**src/logic/payload_pkg.sv**
```systemverilog
// Shared constants and types for the coverage and barycentric payload builder
package payload_pkg;
  // Register offsets on the plain register port
  localparam logic [3:0] ADDR_CFG    = 4'h0;
  localparam logic [3:0] ADDR_BASE   = 4'h4;
  localparam logic [3:0] ADDR_STATUS = 4'h8;
  // Field positions
  localparam int CFG_WIDTH      = 5;
  localparam int STS_BUSY_BIT   = 0;
  localparam int STS_COUNT_LSB  = 4;
  localparam int STS_STATE_LSB  = 8;
  // Reset values
  localparam logic [4:0] CFG_RESET  = 5'h00;
  localparam logic [7:0] BASE_RESET = 8'h20;
  // Dispatch width codes
  localparam logic [1:0] DISP_8  = 2'h0;
  localparam logic [1:0] DISP_16 = 2'h1;
  localparam logic [1:0] DISP_32 = 2'h2;
  // Payload geometry
  localparam int WORD_BITS  = 32;
  localparam int REG_WORDS  = 8;
  localparam int COV_SLOTS  = 16;

  typedef logic [WORD_BITS-1:0]                 word_t;
  typedef logic [REG_WORDS-1:0][WORD_BITS-1:0]  preg_t;
  typedef logic [COV_SLOTS-1:0][WORD_BITS-1:0]  cov_arr_t;

  // Bit 0 use coverage, 1 coarse rate, 3:2 width, 4 bary enable
  typedef struct packed {
    logic       bary_en;
    logic [1:0] width;
    logic       coarse;
    logic       use_cov;
  } cfg_t;

  // Gray codes along idle, cov lo, cov hi, bary1, bary2, finish
  typedef enum logic [2:0] {
    ST_IDLE   = 3'h0,
    ST_COV_LO = 3'h1,
    ST_COV_HI = 3'h3,
    ST_BARY1  = 3'h2,
    ST_BARY2  = 3'h6,
    ST_FINISH = 3'h7
  } pstate_t;
endpackage

```
**src/logic/coverage_word_select.sv**
```systemverilog
// Per-slot choice between sample and pixel coverage masks
`timescale 1ns/1ns
module coverage_word_select
  import payload_pkg::*;
#(
  parameter int SLOTS = COV_SLOTS
) (
  // Clock and reset for the checks
  input  wire logic                        i_clock,
  input  wire logic                        i_sys_rst,
  // Mask sources
  input  wire logic                        i_coarse,
  input  wire logic [SLOTS-1:0][WORD_BITS-1:0] i_sample_mask,
  input  wire logic [SLOTS-1:0][WORD_BITS-1:0] i_pixel_mask,
  // Selected words
  output logic      [SLOTS-1:0][WORD_BITS-1:0] o_word
);
  genvar g;
  generate
    for (g = 0; g < SLOTS; g++) begin : g_slot
      assign o_word[g] = i_coarse ? i_pixel_mask[g] : i_sample_mask[g];
    end
  endgenerate

  chk_rate_select: assert property (@(posedge i_clock) disable iff (i_sys_rst)
    (!i_coarse || o_word[0] == i_pixel_mask[0]) &&
    (i_coarse || o_word[SLOTS-1] == i_sample_mask[SLOTS-1]))
    else $error("coverage word not taken from the mask of the dispatch rate");
endmodule

```
**src/logic/pixel_payload_coverage_bary.sv**
```systemverilog
// Builder of coverage and first perspective barycentric payload registers
//
// Local design decisions: the placing of the registers and the strobed register port.
`timescale 1ns/1ns
// Notes on behaviour
// - First coverage register needs coverage flag
// - Coverage slots 0-7, dword equals slot
// - Sample masks pixel rate, pixel masks coarse
// - Second coverage register needs flag, not 8-wide
// - Slots 8-15 in dwords 0-7
// - Barycentrics only 32-wide and mode enabled
// - Barycentric one, slots 16-23, dword order
// - Barycentric two follows, same ordering
// - One enable gates both barycentric registers
module pixel_payload_coverage_bary
  import payload_pkg::*;
(
  // Clock and reset
  input  wire logic                     i_clock,
  input  wire logic                     i_sys_rst,
  // Register port
  input  wire logic [3:0]               i_reg_addr,
  input  wire logic [31:0]              i_reg_wdata,
  input  wire logic                     i_reg_write,
  input  wire logic                     i_reg_read,
  output logic      [31:0]              o_reg_rdata,
  // Dispatch request and slot data
  input  wire logic                     i_start,
  input  wire cov_arr_t                 i_sample_mask,
  input  wire cov_arr_t                 i_pixel_mask,
  input  wire preg_t                    i_bary1,
  input  wire preg_t                    i_bary2,
  // Payload register stream to the thread
  output logic                          o_preg_valid,
  input  wire logic                     i_preg_ready,
  output preg_t                         o_preg_data,
  output logic      [7:0]               o_preg_index,
  output logic                          o_busy,
  output logic                          o_done
);
  cfg_t       cfg_q;
  cfg_t       run_cfg_q;
  logic [7:0] base_q;
  logic [31:0] rdata_q;
  pstate_t    state_q;
  pstate_t    state_d;
  preg_t      data_q;
  logic [7:0] index_q;
  logic [2:0] count_q;
  cov_arr_t   cov_sel;
  cov_arr_t   cov_q;
  preg_t      b1_q;
  preg_t      b2_q;
  logic       accept;
  logic       launch;

  assign launch = i_start && state_q == ST_IDLE;
  assign accept = o_preg_valid && i_preg_ready;

  coverage_word_select #(.SLOTS(COV_SLOTS)) u_cov_sel (
    .i_clock       (i_clock),
    .i_sys_rst     (i_sys_rst),
    .i_coarse      (cfg_q.coarse),
    .i_sample_mask (i_sample_mask),
    .i_pixel_mask  (i_pixel_mask),
    .o_word        (cov_sel)
  );

  // Next included register after a given one, in payload order
  function automatic pstate_t next_incl(input pstate_t from, input cfg_t c);
    logic cov_lo;
    logic cov_hi;
    logic bary;
    pstate_t n;
    cov_lo = c.use_cov;
    cov_hi = c.use_cov && c.width != DISP_8;
    bary   = c.bary_en && c.width == DISP_32;
    n = ST_FINISH;
    case (from)
      ST_IDLE:   n = cov_lo ? ST_COV_LO : (cov_hi ? ST_COV_HI : (bary ? ST_BARY1 : ST_FINISH));
      ST_COV_LO: n = cov_hi ? ST_COV_HI : (bary ? ST_BARY1 : ST_FINISH);
      ST_COV_HI: n = bary ? ST_BARY1 : ST_FINISH;
      ST_BARY1:  n = ST_BARY2;
      default:   n = ST_FINISH;
    endcase
    return n;
  endfunction

  // Register writes; configuration is sampled per dispatch at launch
  always_ff @(posedge i_clock) begin
    if (i_sys_rst) begin
      cfg_q  <= cfg_t'(CFG_RESET);
      base_q <= BASE_RESET;
    end else if (i_reg_write) begin
      if (i_reg_addr == ADDR_CFG) begin
        cfg_q <= cfg_t'(i_reg_wdata[CFG_WIDTH-1:0]);
      end
      if (i_reg_addr == ADDR_BASE) begin
        base_q <= i_reg_wdata[7:0];
      end
    end
  end

  // Read data one cycle after the strobe, zero elsewhere
  always_ff @(posedge i_clock) begin
    if (i_sys_rst) begin
      rdata_q <= 32'h0000_0000;
    end else if (i_reg_read) begin
      case (i_reg_addr)
        ADDR_CFG:    rdata_q <= {27'h0, cfg_q};
        ADDR_BASE:   rdata_q <= {24'h00_0000, base_q};
        ADDR_STATUS: begin
          rdata_q <= 32'h0000_0000;
          rdata_q[STS_BUSY_BIT] <= o_busy;
          rdata_q[STS_COUNT_LSB +: 3] <= count_q;
          rdata_q[STS_STATE_LSB +: 3] <= state_q;
        end
        default:     rdata_q <= 32'h0000_0000;
      endcase
    end else begin
      rdata_q <= 32'h0000_0000;
    end
  end
  assign o_reg_rdata = rdata_q;

  // Slot data held for the whole dispatch so the source may move on
  always_ff @(posedge i_clock) begin
    if (i_sys_rst) begin
      run_cfg_q <= cfg_t'(CFG_RESET);
      cov_q     <= '0;
      b1_q      <= '0;
      b2_q      <= '0;
    end else if (launch) begin
      run_cfg_q <= cfg_q;
      cov_q     <= cov_sel;
      b1_q      <= i_bary1;
      b2_q      <= i_bary2;
    end
  end

  always_comb begin
    state_d = state_q;
    case (state_q)
      ST_IDLE:   if (i_start) state_d = next_incl(ST_IDLE, cfg_q);
      ST_COV_LO,
      ST_COV_HI,
      ST_BARY1,
      ST_BARY2:  if (i_preg_ready) state_d = next_incl(state_q, run_cfg_q);
      ST_FINISH: state_d = ST_IDLE;
      default:   state_d = ST_IDLE;
    endcase
  end

  always_ff @(posedge i_clock) begin
    if (i_sys_rst) begin
      state_q <= ST_IDLE;
    end else begin
      state_q <= state_d;
    end
  end

  // Payload word loaded on entry; launch cycle reads live sources
  always_ff @(posedge i_clock) begin
    if (i_sys_rst) begin
      data_q <= '0;
    end else if (state_d != state_q) begin
      case (state_d)
        ST_COV_LO: data_q <= launch ? preg_t'(cov_sel[7:0]) : preg_t'(cov_q[7:0]);
        ST_COV_HI: data_q <= launch ? preg_t'(cov_sel[15:8]) : preg_t'(cov_q[15:8]);
        ST_BARY1:  data_q <= launch ? i_bary1 : b1_q;
        ST_BARY2:  data_q <= b2_q;
        default:   data_q <= '0;
      endcase
    end
  end

  // Position counter never skips, so omitted registers leave no gap
  always_ff @(posedge i_clock) begin
    if (i_sys_rst) begin
      index_q <= BASE_RESET;
      count_q <= 3'h0;
    end else if (launch) begin
      index_q <= base_q;
      count_q <= 3'h0;
    end else if (accept) begin
      index_q <= index_q + 8'h01;
      count_q <= count_q + 3'h1;
    end
  end

  assign o_preg_valid = state_q == ST_COV_LO || state_q == ST_COV_HI ||
                        state_q == ST_BARY1 || state_q == ST_BARY2;
  assign o_preg_data  = data_q;
  assign o_preg_index = index_q;
  assign o_busy       = state_q != ST_IDLE;
  assign o_done       = state_q == ST_FINISH;

  chk_cov_lo_gate: assert property (@(posedge i_clock) disable iff (i_sys_rst)
    state_q == ST_COV_LO |-> run_cfg_q.use_cov)
    else $error("first coverage register sent without the coverage flag");

  chk_cov_lo_slot: assert property (@(posedge i_clock) disable iff (i_sys_rst)
    state_q == ST_COV_LO |-> o_preg_data[6] == cov_q[6] && o_preg_data[0] == cov_q[0])
    else $error("first coverage register dword does not match its slot");

  chk_cov_hi_gate: assert property (@(posedge i_clock) disable iff (i_sys_rst)
    state_q == ST_COV_HI |-> run_cfg_q.use_cov && run_cfg_q.width != DISP_8)
    else $error("second coverage register sent for an 8-pixel dispatch");

  chk_cov_hi_slot: assert property (@(posedge i_clock) disable iff (i_sys_rst)
    state_q == ST_COV_HI |-> o_preg_data[7] == cov_q[15] && o_preg_data[0] == cov_q[8])
    else $error("second coverage register dword does not match its slot");

  chk_bary_gate: assert property (@(posedge i_clock) disable iff (i_sys_rst)
    (state_q == ST_BARY1 || state_q == ST_BARY2) |->
      run_cfg_q.bary_en && run_cfg_q.width == DISP_32)
    else $error("barycentric register sent without 32-pixel mode and enable");

  chk_bary1_slot: assert property (@(posedge i_clock) disable iff (i_sys_rst)
    state_q == ST_BARY1 |-> o_preg_data[7] == b1_q[7] && o_preg_data[0] == b1_q[0])
    else $error("barycentric one dword does not match its slot");

  chk_bary2_data: assert property (@(posedge i_clock) disable iff (i_sys_rst)
    state_q == ST_BARY1 && i_preg_ready |=>
      o_preg_data[7] == b2_q[7] && o_preg_data[0] == b2_q[0])
    else $error("barycentric two does not follow with its slot data");

  chk_bary_pair: assert property (@(posedge i_clock) disable iff (i_sys_rst)
    (state_q == ST_BARY1 && i_preg_ready |=> state_q == ST_BARY2) and
    (state_q == ST_BARY2 |-> $past(state_q) inside {ST_BARY1, ST_BARY2}))
    else $error("barycentric registers not sent as a pair");

  chk_index_step: assert property (@(posedge i_clock) disable iff (i_sys_rst)
    (accept ##1 o_preg_valid) |-> o_preg_index == $past(o_preg_index) + 8'h01)
    else $error("payload position skipped or repeated");

  chk_index_base: assert property (@(posedge i_clock) disable iff (i_sys_rst)
    launch |=> o_preg_index == $past(base_q))
    else $error("first payload position is not the base");
endmodule

```
**config.mk**
```make
export PLATFORM = sky130hd
export DESIGN_NAME = pixel_payload_coverage_bary
export DESIGN_NICKNAME = d
export VERILOG_FILES = /design/src/logic/payload_pkg.sv /design/src/logic/coverage_word_select.sv /design/src/logic/pixel_payload_coverage_bary.sv
export SDC_FILE = /design/constraint.sdc
export NUM_CORES = 2
export LEC_CHECK = 0
export BUFFER_PORTS_ARGS = -buffer_cell sky130_fd_sc_hd__clkbuf_2
export CAP_MARGIN = 20
export CORE_AREA = 2 2 742 744
export CTS_BUF_LIST = sky130_fd_sc_hd__clkbuf_2 sky130_fd_sc_hd__clkbuf_4 sky130_fd_sc_hd__clkbuf_8
export DETAILED_ROUTE_END_ITERATION = 8
export DIE_AREA = 0 0 744 746
export PLACE_DENSITY = 0.3
export SYNTH_ARGS = -nofsm -noshare
export SYNTH_HDL_FRONTEND = slang
export SYNTH_HIERARCHICAL = 1
export SYNTH_SLANG_ARGS = --single-unit
```
**constraint.sdc**
```tcl
create_clock -name i_clock -period 6.85 [get_ports i_clock]
set_input_delay 0.3425 -clock i_clock [delete_from_list [all_inputs] [get_ports i_clock]]
set_output_delay 0.3425 -clock i_clock [all_outputs]
set_load 0.01 [all_outputs]
```
==> flow_summary_export.csv <==
group,metric,value,unit
clock_network,cts_buffer_depth,4,
yosys,yosys.area_share.simple,0.205,
setup_path,end_kind,"flip-flop",
place,portBuffers,1831,
finish,final-seq-area,26500,µm²
timing,tns,0,ns
yosys,ys_warn_count,6,
place,dpl-instance-area,80000,µm²
routing,wl_per_cell,26.5,µm
yosys,synth_top_family_by_area,"compound AO/OA/AOI/OAI gates",
yosys,async_flop_share,0,
finish,multiInputGateArea,33200,µm²
clock_network,root_buffer,"clkbuf_8",
routing,first_pass_iters,5,
power_and_ir_drop,p_per_area,259,nW/µm²
setup_path,crit_chain,"nor4b_2 -> nand2b_4 -> nand2_4 -> a31oi_1 -> a2111oi_4 -> buf_12 -> buf_12 -> a22o_1",
setup_path,crit_family,"simple AND/OR/NAND/NOR gates",
finish,nets,13200,
floorplan,io_pins,1877,
clock_network,cts_hold_buffers,2116,
routing,wirelength,509000,µm
power_and_ir_drop,peakVddDrop,156,µV
outcome,status,"finished, final reports clean",
clock_network,cts_tree,"yes",
yosys,synth_cell_types,52,
grt,antenna_found_initial,290,
clock_network,h-tree-depth,5,
setup_path,cp_slowest_cell,"nor4b_2",
yosys,avgSynthCellArea,7.98,µm²
grt,grt_pass1_wl,675000,µm
yosys,synth_seq_cells,1322,
setup_path,slowest_delay,0.77,ns
floorplan,die_area,555000,µm²
hold_path,min_path_type,"input pin to flip-flop",
yosys,synth_mux_area_frac,0.0937,
yosys,synth-xor-area-share,0.00125,
yosys,synth_compound_area_frac,0.223,
finish,design_area,108000,µm²
routing,drc,0,
timing,min_period_over_period,0.692,
grt,grt-ovfl-total,0,
clock_network,cts_sinks,1322,
clock_network,clk_latency,1.11,ns
finish,syn_to_final_growth,70.5,%
yosys,ys.flop_type,"dfxtp_1",
place,finalWeightedCongestion,0.936,
timing,period_needed,4.74,ns
floorplan,initial_utilization,0.115,
routing,ant_nets,0,
floorplan,num_rows,272,
setup_path,worstSetupStartpointType,"flip-flop",
setup_path,cpMostUsedCell,"buf_12",
grt,track_usage,0.174,
grt,grt_max_degree,137,
timing,setup_viol,0,
yosys,netlist_instances,7917,
timing,slew_viol_final,0,
timing,grt_setup_unrepaired,"false",
grt,first_global_vias,77000,
routing,dr.first_iter.drc_count,5232,
setup_path,path_buf_inv,2,
timing,skew,0.0953,ns
yosys,synth.yosys.seq_area_share,0.419,
setup_path,cp.required,7.83,ns
finish,fillers,62100,
clock_network,cts_inserted_buffers,295,
yosys,syn_area,63200,µm²
power_and_ir_drop,p_leak,43.6,nW
setup_path,worstPathArrival,5.72,ns
finish,drive_gt1_frac,0.261,
yosys,synthAdderAreaFrac,0.000396,
timing,worst_hold_slack,0.125,ns
timing,hold_viol,0,
timing,slew_headroom,0.292,
setup_path,crit_fanout,62,
timing,fmax,211,MHz
floorplan,die_w,744,µm
routing,viasPerCell,4.02,
yosys,synth_edf_count,0,
setup_path,worstSetupPathType,"flip-flop to flip-flop",
job,maxCapViolCount,0,
place,dp.final_hpwl,382000,µm
clock_network,post_cts_buffers,0,
routing,via_count,77100,
clock_network,cts-resized-gates,0,
floorplan,core_area,547000,µm²
clock_network,clkTransAtPathRegs,0.06,ns
floorplan,fp.dieH,746,µm
timing,tightest_slew,1.06,ns
-- cells in the final DEF, fill, tap and decap left out, types with 6 or more instances in the layout --
cell,count
a211oi_1,262
a21oi_1,1036
a22o_1,256
a22oi_1,6
a32oi_1,254
and3_1,260
buf_12,45
buf_4,151
clkbuf_2,1830
clkbuf_4,122
clkbuf_8,345
clkinv_2,12
clkinv_8,7
conb_1,21
dfxtp_1,1321
diode_2,131
dlygate4sd3_1,2116
inv_12,6
mux2_2,515
mux2i_1,12
nand2_1,2319
nand3_1,22
nor2_1,283
nor3_1,255
o41ai_1,251
-- report_power, final --
| part | switching [mW] | leakage, nW | total [mW] | internal, mW |
|---|---|---|---|---|
| clock network | 4.41 | 3.29 | 9.80 | 5.39 |
| registers | 0.446 | 10.8 | 8.94 | 8.49 |
| logic | 5.98 | 29.5 | 9.12 | 3.14 |
-- flip-flops by register name, summed over array words and instances (netlist names), 4 cells and up --
register      count
cov_q           512
b1_q            256
b2_q            256
o_preg_data     256
o_reg_rdata      11
base_q            8
o_preg_index      8
cfg_q             5
run_cfg_q         4
-- stage by stage --
stage                     power (mW)  cells  utilization  setup slack (ns)
final                           27.9  19200        0.197              2.11
after global routing            29.3  19100        0.196              1.93
after CTS                       28.3  19000        0.196              2.13
after detailed placement        17.2  16400        0.146              2.16
after global placement          17.2  16400        0.146              2.14
after floorplan                 13.1   7937            -              4.20
-- kinds of logic (layout without fill, tap and decap cells) --
| kind of cell | after synthesis | count (layout) |
|---|---|---|
| AOI/OAI and AO/OA | 2087 | 2087 |
| other | 1 | 152 |
| adders and majority gates | 2 | 2 |
| and+or+nand+nor | 3165 | 3165 |
| buffers and inverters | 804 | 4655 |
| DFF | 1322 | 1322 |
| xor gates and xnor gates | 9 | 9 |
| muxes | 527 | 527 |
-- tightest hold or removal path, delay by kind of cell --
kind | cells | cell delay [ns]
mux | 1 | 0.20
compound gates | 3 | 0.49
buf+inv | 1 | 0.08
-- cells in the mapped netlist, drive strengths merged (6+ instances only) --
library cell / instances / area share
dfxtp: 1322 / 0.42
a21oi: 1036 / 0.082
o41ai: 252 / 0.035
a22o: 256 / 0.036
and3: 260 / 0.026
mux2i: 12 / 0.0019
nor3: 255 / 0.020
clkbuf: 673 / 0.041
nor2: 283 / 0.017
nand3: 22 / 0.0017
a22oi: 6 / 0.00071
nand2: 2321 / 0.14
mux2: 515 / 0.092
a32oi: 255 / 0.035
a211oi: 263 / 0.031
buf: 128 / 0.016
-- worst paths after layout --
| path | start | end | slack [ns] | cells past startpoint |
|---|---|---|---|---|
| worst min register to register | cov_q[302] | cov_q[302] | 0.45 | 2 |
| worst min-delay path | i_sample_mask[436] | o_preg_data[180] | 0.12 | 5 |
| worst max register to register | state_q[0] | o_preg_data[97] | 2.11 | 8 |
| worst max-delay path | state_q[0] | o_preg_data[97] | 2.11 | 8 |
-- area by class of cell --
| class | count | area share |
|---|---|---|
| antenna | 131 | 0.00304 |
| sequential | 1322 | 0.246 |
| clock inverter | 42 | 0.00479 |
| clock buffer | 467 | 0.0526 |
| timing repair buffer | 4143 | 0.301 |
| multi-input combinational | 5811 | 0.309 |
| tap | 7261 | 0.0843 |
| inverter | 3 | 0.000105 |
-- metal layers --
layer  GRT usage  share of wire  vias up  wire length, µm
met3      0.0681          0.097      801            49200
met2       0.262           0.42     2789           214000
met1       0.224           0.44    37800           225000
li1            -              -    35600                -
met5     0.00156         0.0016        -              816
met4      0.0597          0.038      128            19500
(Power assumes the default switching activity.)
